**config.mk**
```make
export PLATFORM = sky130hd
export DESIGN_NAME = busopt_regs
export DESIGN_NICKNAME = d
export VERILOG_FILES = /design/src/rtl/busopt_pkg.sv /design/src/rtl/busopt_size_check.sv /design/src/rtl/busopt_regs.sv
export SDC_FILE = /design/constraint.sdc
export NUM_CORES = 1
export LEC_CHECK = 0
export ABC_AREA = 1
export BUFFER_PORTS_ARGS = -buffer_cell sky130_fd_sc_hd__buf_2
export CORE_MARGIN = 2
export CORE_UTILIZATION = 48
export DETAILED_ROUTE_END_ITERATION = 8
export PLACE_DENSITY = 0.81
export SLEW_MARGIN = 20
export SYNTH_ARGS = -nofsm -noshare
export SYNTH_HDL_FRONTEND = slang
export SYNTH_HIERARCHICAL = 1
export SYNTH_SLANG_ARGS = --single-unit
```
**constraint.sdc**
```tcl
create_clock -name i_clk -period 2 [get_ports i_clk]
set_input_delay 0.1 -clock i_clk [delete_from_list [all_inputs] [get_ports i_clk]]
set_output_delay 0.1 -clock i_clk [all_outputs]
set_load 0.02 [all_outputs]
```
**src/rtl/busopt_pkg.sv**
```systemverilog
// Purpose: Constants for the bus options register bank
// Assumes: 32-bit register port, one word per register
// Notes:   Offsets are byte addresses
package busopt_pkg;
    localparam logic [7:0]  BUSOPT_OFFSET      = 8'h20;
    localparam logic [7:0]  LINK_CTRL_OFFSET   = 8'h40;
    localparam logic [7:0]  RX_CHECK_OFFSET    = 8'h44;
    localparam int          RMC_BIT            = 31;
    localparam int          CMC_BIT            = 30;
    localparam int          ISC_BIT            = 29;
    localparam int          BMC_BIT            = 28;
    localparam int          PMC_BIT            = 27;
    localparam int          ACC_LSB            = 16;
    localparam int          REQ_LSB            = 12;
    localparam int          GEN_LSB            = 6;
    localparam int          LINK_ACTIVE_BIT    = 0;
    localparam logic [4:0]  CAP_RESET          = 5'h00;
    localparam logic [7:0]  ACC_RESET          = 8'h00;
    localparam logic [3:0]  REQ_RESET          = 4'hb;
    localparam logic [3:0]  REQ_MIN            = 4'h8;
    localparam logic [1:0]  GEN_RESET          = 2'h0;
    localparam logic [2:0]  LINK_SPEED         = 3'h3;
    localparam logic [31:0] RSVD_MASK          = 32'h07000f38;
endpackage

```
**src/rtl/busopt_size_check.sv**
```systemverilog
// Purpose: Compares a received block write length with the request limit
// Assumes: Length in bytes, code per the request size field
// Notes:   Purely combinational
`timescale 1ns/1ns
module busopt_size_check #(
    parameter int LEN_W = 16
) (
    input  wire logic [LEN_W-1:0] i_len,
    input  wire logic [3:0]       i_code,
    output logic                  o_too_long
);
    logic [16:0] limit;
    always_comb begin
        // Five-bit shift count so code 15 gives 64 KiB instead of wrapping to 1
        limit      = 17'h00001 << ({1'b0, i_code} + 5'h01);
        o_too_long = {1'b0, i_len} > limit;
    end
endmodule

```
**src/rtl/busopt_regs.sv**
```systemverilog
// Purpose: Bus options register with link control and size check
// Assumes: Plain register port; reset inputs asynchronous to i_clk
// Notes:   Software reset clears all fields but the request size code and the bad_cfg flag
//
// Strobed register access and the register offsets were left to the implementer.
`timescale 1ns/1ns
module busopt_regs
    import busopt_pkg::*;
#(
    parameter int LEN_W = 16
) (
    input  wire logic             i_clk,
    input  wire logic             i_rst_n,
    input  wire logic             i_soft_rst,
    input  wire logic             i_bus_rst,
    input  wire logic             i_fundamental_reset_input,
    input  wire logic [7:0]       i_addr,
    input  wire logic [31:0]      i_wdata,
    input  wire logic             i_wr,
    input  wire logic             i_rd,
    output logic      [31:0]      o_rdata,
    input  wire logic             i_rx_valid,
    input  wire logic [LEN_W-1:0] i_rx_len,
    output logic                  o_ack_type_error,
    output logic                  o_link_active_control,
    output logic      [31:0]      o_bus_options
);
    typedef struct packed {
        logic [4:0]  caps;
        logic [7:0]  acc;
        logic [3:0]  req;
        logic [1:0]  gen;
        logic        link_active;
        logic [31:0] rdata;
        logic        type_err;
        logic        bad_cfg;
        logic [31:0] busopt_out;
    } busopt_state_t;

    busopt_state_t st;
    busopt_state_t next_st;
    logic          too_long;
    logic [31:0]   word;
    logic [1:0]    soft_sync;
    logic [1:0]    bus_sync;
    logic [1:0]    fundamental_reset_input_sync;

    // Reset pins come from other domains, so two flops each
    always_ff @(posedge i_clk or negedge i_rst_n) begin
        if (!i_rst_n) begin
            soft_sync <= 2'h0;
            bus_sync  <= 2'h0;
            fundamental_reset_input_sync <= 2'h0;
        end else begin
            soft_sync <= {soft_sync[0], i_soft_rst};
            bus_sync  <= {bus_sync[0], i_bus_rst};
            fundamental_reset_input_sync <= {fundamental_reset_input_sync[0], i_fundamental_reset_input};
        end
    end

    busopt_size_check #(.LEN_W(LEN_W)) u_check (
        .i_len      (i_rx_len),
        .i_code     (st.req),
        .o_too_long (too_long)
    );

    always_comb begin
        word = 32'h00000000;
        word[RMC_BIT:PMC_BIT]        = st.caps;
        word[ACC_LSB+7:ACC_LSB]      = st.acc;
        word[REQ_LSB+3:REQ_LSB]      = st.req;
        word[GEN_LSB+1:GEN_LSB]      = st.gen;
        word[2:0]                    = LINK_SPEED;
        // Reserved bits stay zero from the clear above
    end

    always_comb begin
        next_st          = st;
        next_st.type_err = i_rx_valid && too_long;
        next_st.rdata    = 32'h00000000;
        if (i_rd) begin
            case (i_addr)
                BUSOPT_OFFSET:    next_st.rdata = word;
                LINK_CTRL_OFFSET: next_st.rdata = {31'h0, st.link_active};
                RX_CHECK_OFFSET:  next_st.rdata = {31'h0, st.bad_cfg};
                default:          next_st.rdata = 32'h00000000;
            endcase
        end
        if (i_wr && i_addr == BUSOPT_OFFSET) begin
            // Only writable fields are taken
            next_st.caps = i_wdata[RMC_BIT:PMC_BIT];
            next_st.acc  = i_wdata[ACC_LSB+7:ACC_LSB];
            next_st.req  = i_wdata[REQ_LSB+3:REQ_LSB];
            next_st.gen  = i_wdata[GEN_LSB+1:GEN_LSB];
        end
        if (i_wr && i_addr == LINK_CTRL_OFFSET) begin
            next_st.link_active = i_wdata[LINK_ACTIVE_BIT];
            // Flag a link enable while the size code is below 512 bytes
            next_st.bad_cfg = i_wdata[LINK_ACTIVE_BIT] && (st.req < REQ_MIN);
        end
        if (soft_sync[1]) begin
            next_st.caps        = CAP_RESET;
            next_st.acc         = ACC_RESET;
            next_st.gen         = GEN_RESET;
            next_st.link_active = 1'b0;
        end
        if (bus_sync[1] || fundamental_reset_input_sync[1]) begin
            next_st.req = REQ_RESET;
        end
        next_st.busopt_out = {next_st.caps, 3'h0, next_st.acc, next_st.req,
                              4'h0, next_st.gen, 3'h0, LINK_SPEED};
    end

    always_ff @(posedge i_clk or negedge i_rst_n) begin
        if (!i_rst_n) begin
            st.caps        <= CAP_RESET;
            st.acc         <= ACC_RESET;
            st.req         <= REQ_RESET;
            st.gen         <= GEN_RESET;
            st.link_active <= 1'b0;
            st.rdata       <= 32'h00000000;
            st.type_err    <= 1'b0;
            st.bad_cfg     <= 1'b0;
            st.busopt_out  <= 32'h0000b003;
        end else begin
            st <= next_st;
        end
    end

    assign o_rdata               = st.rdata;
    assign o_ack_type_error      = st.type_err;
    assign o_link_active_control = st.link_active;
    assign o_bus_options         = st.busopt_out;

    rsvd_zero_a: assert property (@(posedge i_clk) disable iff (!i_rst_n)
        (o_bus_options & RSVD_MASK) == 32'h0)
        else $error("reserved bits not zero");
    speed_const_a: assert property (@(posedge i_clk) disable iff (!i_rst_n)
        o_bus_options[2:0] == 3'h3)
        else $error("link speed not 011");
    read_word_a: assert property (@(posedge i_clk) disable iff (!i_rst_n)
        i_rd && i_addr == BUSOPT_OFFSET |=> o_rdata == $past(word))
        else $error("read data wrong");
    caps_write_a: assert property (@(posedge i_clk) disable iff (!i_rst_n)
        i_wr && i_addr == BUSOPT_OFFSET && !soft_sync[1]
        |=> st.caps == $past(i_wdata[31:27]))
        else $error("capability write lost");
    acc_write_a: assert property (@(posedge i_clk) disable iff (!i_rst_n)
        i_wr && i_addr == BUSOPT_OFFSET && !soft_sync[1]
        |=> o_bus_options[23:16] == $past(i_wdata[23:16]))
        else $error("accuracy write lost");
    req_write_a: assert property (@(posedge i_clk) disable iff (!i_rst_n)
        i_wr && i_addr == BUSOPT_OFFSET && !bus_sync[1] && !fundamental_reset_input_sync[1]
        |=> st.req == $past(i_wdata[15:12]))
        else $error("size code write lost");
    req_keep_a: assert property (@(posedge i_clk) disable iff (!i_rst_n)
        soft_sync[1] && !bus_sync[1] && !fundamental_reset_input_sync[1] && !i_wr
        |=> st.req == $past(st.req))
        else $error("soft reset touched size code");
    req_reset_a: assert property (@(posedge i_clk) disable iff (!i_rst_n)
        bus_sync[1] || fundamental_reset_input_sync[1] |=> st.req == 4'hb)
        else $error("size code not restored");
    gen_write_a: assert property (@(posedge i_clk) disable iff (!i_rst_n)
        i_wr && i_addr == BUSOPT_OFFSET && !soft_sync[1]
        |=> st.gen == $past(i_wdata[7:6]))
        else $error("generation write lost");
    type_err_a: assert property (@(posedge i_clk) disable iff (!i_rst_n)
        i_rx_valid && ({1'b0, i_rx_len} > (17'h1 << ({1'b0, st.req} + 5'h01)))
        |=> o_ack_type_error)
        else $error("overlong write not flagged");
endmodule

```
==> results of run 1 <==
repair_timing:
action,CTS,global route
endpoints found under the setup margin,1,1
hold buffers,5,0
pin swaps,0,14
gates resized for setup,1,23
endpoints found under the hold margin,50,0
buffers inserted,0,5
critical path, cell delays in order (launching register included):
cell	delay [ns]
dfstp_2	0.60
inv_2	0.07
nor3_4	0.20
nand2_2	0.10
ha_4	0.28
nand2_1	0.06
nor2_1	0.08
nand4_1	0.10
nor3_2	0.19
a21oi_2	0.04
nand2_1	0.06
inv_1	0.03
cell usage after synthesis:
master / n
nand2_1: 66
buf_4: 65
dfrtp_1: 46
inv_1: 43
nor2_1: 41
nand3_1: 36
ha_1: 16
nand3_2: 12
a21oi_1: 6
inv_2: 4
nand4_1: 4
buf_2: 3
buf_6: 3
conb_1: 3
dfstp_2: 3
nor2_2: 2
nor3_1: 2
a21o_1: 1
buf_12: 1
clkbuf_4: 1
nand2_2: 1
nand4_2: 1
nor2_4: 1
o21a_1: 1
o21ai_0: 1
registers in the layout (all words and copies together), names as in the netlist:
signal	cells
o_link_active_control	1
bus_sync	2
fundamental_reset_input_sync	2
o_ack_type_error	1
o_bus_options	4
soft_sync	2
o_rdata	21
st	16
where the power goes:
part	internal, mW	switching, mW
clock	0.242	0.324
combinational	0.103	0.166
sequential	1.00	0.00719
total	1.35	0.497
layout make-up:
cell class / instances / area [um^2]
Fill cell: 555 / 2580
Sequential cell: 49 / 1230
Multi-Input combinational cell: 216 / 1220
Timing Repair Buffer: 109 / 598
Inverter: 47 / 180
Tap cell: 75 / 93.8
Clock buffer: 5 / 68.8
Clock inverter: 3 / 17.5
how the worst min path moves through the flow:
stage / from / endpoint
6_report: i_rd / o_rdata[0]$_DFF_PN0_
5_1_grt: i_rd / o_rdata[0]$_DFF_PN0_
4_1_cts: i_rd / o_rdata[0]$_DFF_PN0_
3_5_place_dp: i_fundamental_reset_input / fundamental_reset_input_sync[0]$_DFF_PN0_
3_3_place_gp: i_soft_rst / soft_sync[0]$_DFF_PN0_
2_1_floorplan: i_rst_n / bus_sync[0]$_DFF_PN0_
through the flow:
stage / worst slack [ns] / total power, mW / cells
3_5_place_dp: 0.0250 / 1.26 / 486
3_3_place_gp: 0.0127 / 1.25 / 486
2_1_floorplan: 0.187 / 1.20 / 385
4_1_cts: 0.0567 / 1.84 / 499
6_report: 0.0921 / 1.84 / 504
5_1_grt: -0.0293 / 1.94 / 504
per-layer routing:
metal	global-route usage, %	part of all wire, %
met5	0	0
met4	7.90	2.9
met3	3.78	5.6
met2	32.0	52
met1	18.6	39
cell families after synthesis:
| group | after synthesis | share of synthesized area [%] |
|---|---|---|
| AND/OR/NAND/NOR | 166 | 25.9 |
| buffers and inverters | 120 | 24.6 |
| flip-flops | 49 | 40.8 |
| adder cells (fa/ha/maj) | 16 | 6.65 |
| AO/OA/AOI/OAI | 9 | 1.66 |
| other | 3 | 0.374 |
==> metrics.md, run 1 <==
| Metric | Value |
|---|---|
| Final hold violations | 0 |
| Headroom to the max-slew limit | 60.0% |
| CP Data Required Time | 2.20 ns |
| Starting DRT DRC Count | 112 |
| WS Path Type | reg -> reg |
| CTS tree | yes |
| I/O pin total | 130 |
| Drt total wl | 5.86 mm |
| RSZ-0062 raised after global routing | yes |
| Maximum vdd ir drop | 0.000347 V |
| Unique masters post-synth | 25 |
| Reg2reg start | st[69]$_DFFE_PN1P_ |
| # rows | 28 |
| Clk_skew | 0.00798 ns |
| Number of synthesis warnings | 6 |
| Initial antenna violation count | 0 |
| Commonest non-fill, non-tap cell in the layout | buf_2 |
| Clock transition at path regs | 0.09 ns |
| Die ar. | 6920 um^2 |
| Leading area contributor after synthesis | dfrtp_1 |
| Worst r2r dst | o_ack_type_error$_DFF_PN0_ |
| Outcome | complete, no violations |
| Synth Instances | 363 |
| Starting Density | 50.3% |
| Root Driver | clkbuf_8 |
| Setup TNS Final | 0 ns |
| Commonest cells after routing, fill and taps aside | buf_2, nand2_1, dfrtp_1 |
| Yosys reg bits | 49 |
| Worst slew pin tran | 0.601 ns |
| CP Launch Type | flip-flop |
| PD cells | 541 nW/um^2 |
| Sequential cell area fraction in the yosys report | 40.8% |
| Critical Path Start | st[69]$_DFFE_PN1P_ |
| # diodes | 0 |
| R2r worst-path depth | 11 |
| Gr ovfl total | 0 |
| Total GRT Usage | 17.3% |
| WL per Instance | 11.6 um |
| CORE AREA | 5990 um^2 |
| Highest clock rate | 0.524 GHz |
| Finished layout cell area | 3410 um^2 |
| WP data arrival | 2.11 ns |
| Clock Latency Late Sink | 0.30 ns |
| Fin crit share | 95.4% |
| Crit-path max FO | 6 |
| Vias per cell | 4.62 |
| Area added between synthesis and finish | 13.1% |
| Flop-to-flop setup slack | 0.09 ns |
| Hold depth | 3 |
| Hold Slack | 0.0147 ns |
| Total Nets Final | 508 |
| DP Area | 3130 um^2 |
| Synth top area share | 38.2% |
| Die width | 83.2 um |
| Post-DRT Antenna Nets | 0 |
| Worst hold path type | in -> reg |
| Post-synthesis cell area | 3010 um^2 |
| Placer Congestion | 0.828 |
| Post-Syn Area per Cell | 8.30 um^2 |
| DP HPWL | 4.44 mm |
| Max Buffers Root-to-Sink | 2 |
| Die height | 83.2 um |
| Max-Cap Viols | 0 |
| CP Capture Point | o_ack_type_error$_DFF_PN0_ |
| Synth top area cells | dfrtp_1, buf_4, nand2_1, ha_1, nand3_1 |
| Clock Sinks | 49 |
| Total vias in the final route | 2330 |
| Share of cells above drive strength 1 | 36.8% |
| Max-slew violation count | 0 |
| DRC Markers | 0 |
| H-tree levels | 2 |
| Minimum clock period | 1.91 ns |
| Crit end category | flip-flop |
| DR pass1 iterations | 4 |
| Vias in the first global route | 2255 |
| First-pass GRT wire length | 9.82 mm |
| Final-report setup violation count | 0 |
| Largest net degree at the start of global routing | 50 |
| TritonCTS Buffers | 5 |
| Leak | 1.91 nW |
| Fin util | 56.9% |
| Port Buffers | 93 |
(Power assumes the default switching activity.)
==> inputs of run 2 (changes only) <==
- SETUP_SLACK_MARGIN: not set -> 0.5
==> run 2 against run 1 <==
Clock-buffer cell count increased by 2. Worst setup slack got worse by 0.088 ns. Final area increased by 1.7%. Combinational power increased by 5%. Worst hold slack about the same. Largest cell class is now multi-input combinational cells. Largest power group unchanged.
==> metrics.md, run 2 (synthesis gave the netlist of run 1 again) <==
| Metric | Value |
|---|---|
| Drt total wl | 6.23 mm (was 5.86 mm) |
| CP Launch Type | flip-flop (unchanged) |
| Critical path, cell by cell | nand2_2 > nor2_1 > nand2_1 > ha_1 > nand2_1 > nor2_2 > nand4_1 > nor3_2 > a21oi_2 > nand2_1 > inv_1 (was inv_2 > nor3_4 > nand2_2 > ha_4 > nand2_1 > nor2_1 > nand4_1 > nor3_2 > a21oi_2 > nand2_1 > inv_1) |
| P_int | 1.42 mW (was 1.35 mW) |
| Sw Pwr | 0.479 mW (was 0.497 mW) |
| Switch share | 25.2% (was 27.0%) |
| Flop pwr share | 53.1% (was 54.7%) |
| Worst stage delay on the critical path | 0.60 ns (about the same) |
| Share of cells above drive strength 1 | 38.8% (was 36.8%) |
| Starting DRT DRC Count | 161 (was 112) |
| Clock power frac | 32.1% (was 30.7%) |
| Port Buffers | 93 (unchanged) |
| Crit-path max FO | 4 (was 6) |
| Outcome | complete, no violations (unchanged) |
| Post-DRT Antenna Nets | 0 (unchanged) |
| Commonest cells after routing, fill and taps aside | buf_2, nand2_1, dfrtp_1 (unchanged) |
| Final Power | 1.90 mW (was 1.84 mW) |
| Starting Density | 50.3% (unchanged) |
| WP data arrival | 2.18 ns (was 2.11 ns) |
| GRT busiest layer | met2 (unchanged) |
| CTS tree | yes (unchanged) |
| First-pass GRT wire length | 10.0 mm (was 9.82 mm) |
| DR pass1 iterations | 4 (unchanged) |
| Placer Congestion | 0.852 (was 0.828) |
| Largest net degree at the start of global routing | 30 (was 50) |
| # rows | 28 (unchanged) |
| Fill count | 554 (was 555) |
| DRC Markers | 0 (unchanged) |
| Area added between synthesis and finish | 15.1% (was 13.1%) |
| Clock transition at path regs | 0.08 ns (was 0.09 ns) |
| Total vias in the final route | 2318 (was 2330) |
| Highest clock rate | 0.501 GHz (was 0.524 GHz) |
| TritonCTS Buffers | 5 (unchanged) |
| Worst hold path type | in -> reg (unchanged) |
| Met3 global-route usage | 3.38% (was 3.78%) |
| RSZ-0062 raised after global routing | yes (unchanged) |
| Total Nets Final | 509 (was 508) |
| Leak | 1.93 nW (was 1.91 nW) |
| Headroom to the max-slew limit | 52.7% (was 60.0%) |
| CORE AREA | 5990 um^2 (unchanged) |
| DP HPWL | 4.47 mm (was 4.44 mm) |
| Worst slew pin tran | 0.708 ns (was 0.601 ns) |
| Vias per cell | 4.59 (was 4.62) |
| CP Data Required Time | 2.19 ns (was 2.20 ns) |
| Initial antenna violation count | 0 (unchanged) |
| GR met1 Demand/Resource | 21.5% (was 18.6%) |
| Gate power share | 14.9% (was 14.6%) |
| Clk_skew | 0.00550 ns (was 0.00798 ns) |
| Clock Latency Late Sink | 0.29 ns (was 0.30 ns) |
| Max Buffers Root-to-Sink | 2 (unchanged) |
| Maximum vdd ir drop | 0.000570 V (was 0.000347 V) |
| Total GRT Usage | 17.4% (was 17.3%) |
| Vias in the first global route | 2258 (was 2255) |
| Die width | 83.2 um (unchanged) |
| Final hold violations | 0 (unchanged) |
| Die ar. | 6920 um^2 (unchanged) |
| Max FFs per register | 21 (unchanged) |
| Final-report setup violation count | 0 (unchanged) |
| H-tree levels | 2 (unchanged) |
| Gr ovfl total | 0 (unchanged) |
| Grt met2 use | 31.3% (was 32.0%) |
| WS Path Type | reg -> reg (unchanged) |
| # diodes | 0 (unchanged) |
| Crit end category | flip-flop (unchanged) |
| Most frequent CP cell | nand2_1 (unchanged) |
| I/O pin total | 130 (unchanged) |
| WL per Instance | 12.3 um (was 11.6 um) |
| Minimum clock period | 2.00 ns (was 1.91 ns) |
| Critical-path cell with the highest stage delay | dfstp_2 (unchanged) |
| Die height | 83.2 um (unchanged) |
| Root Driver | clkbuf_8 (unchanged) |
| Max-Cap Viols | 0 (unchanged) |
| Clock Sinks | 49 (unchanged) |
| Commonest non-fill, non-tap cell in the layout | buf_2 (unchanged) |
| Max-slew violation count | 0 (unchanged) |
| PD cells | 549 nW/um^2 (was 541 nW/um^2) |
| Fin crit share | 99.8% (was 95.4%) |
| Fin util | 57.9% (was 56.9%) |
## run 2: cell count changes in the layout (fill, tap and decap cells not counted), moves of 2 or more
cell / delta
nand2_1: -3
nor2_2: +3
buf_4: +2
clkbuf_8: +2
ha_1: -2
ha_4: +2
nand2_2: +2
nor2_1: -2
## run 2: per-layer routing
metal	vias up	part of all wire, %
li1	1160	-
met1	1063	42
met2	86	50
met3	9	6.6
met4	0	1.3
met5	-	0
## run 2: repair_timing
item                                    CTS  global route
buffers inserted                          4             3
gates cloned                              0             0
endpoints found under the setup margin    1             1
gates resized for setup                  10            19
hold buffers                              4             0
pin swaps                                 6            16
endpoints found under the hold margin    28             0
## run 2: cell type report
type	count	area [um^2]	share of cell area [%]
Timing Repair Buffer	110	603	17.4
Clock buffer	7	96.3	2.78
Inverter	47	183	5.27
Multi-Input combinational cell	216	1250	36.2
Tap cell	75	93.8	2.71
Sequential cell	49	1230	35.5
Clock inverter	1	5.00	0.144
## run 2: final timing paths
| kind | from | cells past startpoint | slack, ns | end |
|---|---|---|---|---|
| setup / recovery | st[69]$_DFFE_PN1P_ | 11 | 0.004 | o_ack_type_error$_DFF_PN0_ |
| hold / removal | i_rx_valid | 3 | 0.02 | o_ack_type_error$_DFF_PN0_ |
| setup reg to reg | st[69]$_DFFE_PN1P_ | 11 | 0.004 | o_ack_type_error$_DFF_PN0_ |
| hold reg to reg | bus_sync[0]$_DFF_PN0_ | 0 | 0.36 | bus_sync[1]$_DFF_PN0_ |
| max in group asynchronous | i_rst_n | 3 | 0.92 | st[75]$_DFFE_PN0P_ |
| min in group asynchronous | i_rst_n | 2 | 0.35 | o_rdata[28]$_DFF_PN0_ |
## run 2: through the flow
| step | hold WS, ns | cell area [um^2] | cells | setup slack [ns] | TNS [ns] |
|---|---|---|---|---|---|
| 2_1_floorplan | -0.196 | 3110 | 385 | 0.250 | 0 |
| 4_1_cts | 0.00556 | 3360 | 502 | 0.0807 | 0 |
| 6_report | 0.0150 | 3470 | 505 | 0.00431 | 0 |
| 3_5_place_dp | 0.156 | 3150 | 486 | 0.0468 | 0 |
| 3_3_place_gp | 0.154 | 3150 | 486 | 0.0884 | 0 |
| 5_1_grt | 0.0177 | 3470 | 505 | -0.114 | -0.114 |
## run 2: worst max-delay path, delay by kind of cell, from the launching register on
| kind | cells | cell delay (ns) |
|---|---|---|
| buffers and inverters | 1 | 0.03 |
| adder cells (fa/ha/maj) | 1 | 0.30 |
| AND/OR/NAND/NOR | 8 | 0.92 |
| flip-flops | 1 | 0.60 |
| AO/OA/AOI/OAI | 1 | 0.04 |
## run 2: power groups by stage
stage          registers [mW]  logic (mW)  clock network [mW]
3_3_place_gp             1.03       0.232                   0
3_5_place_dp             1.03       0.241                   0
4_1_cts                  1.01       0.259               0.639
5_1_grt                  1.01       0.316               0.684
6_report                 1.01       0.283               0.610
2_1_floorplan            1.03       0.179                   0
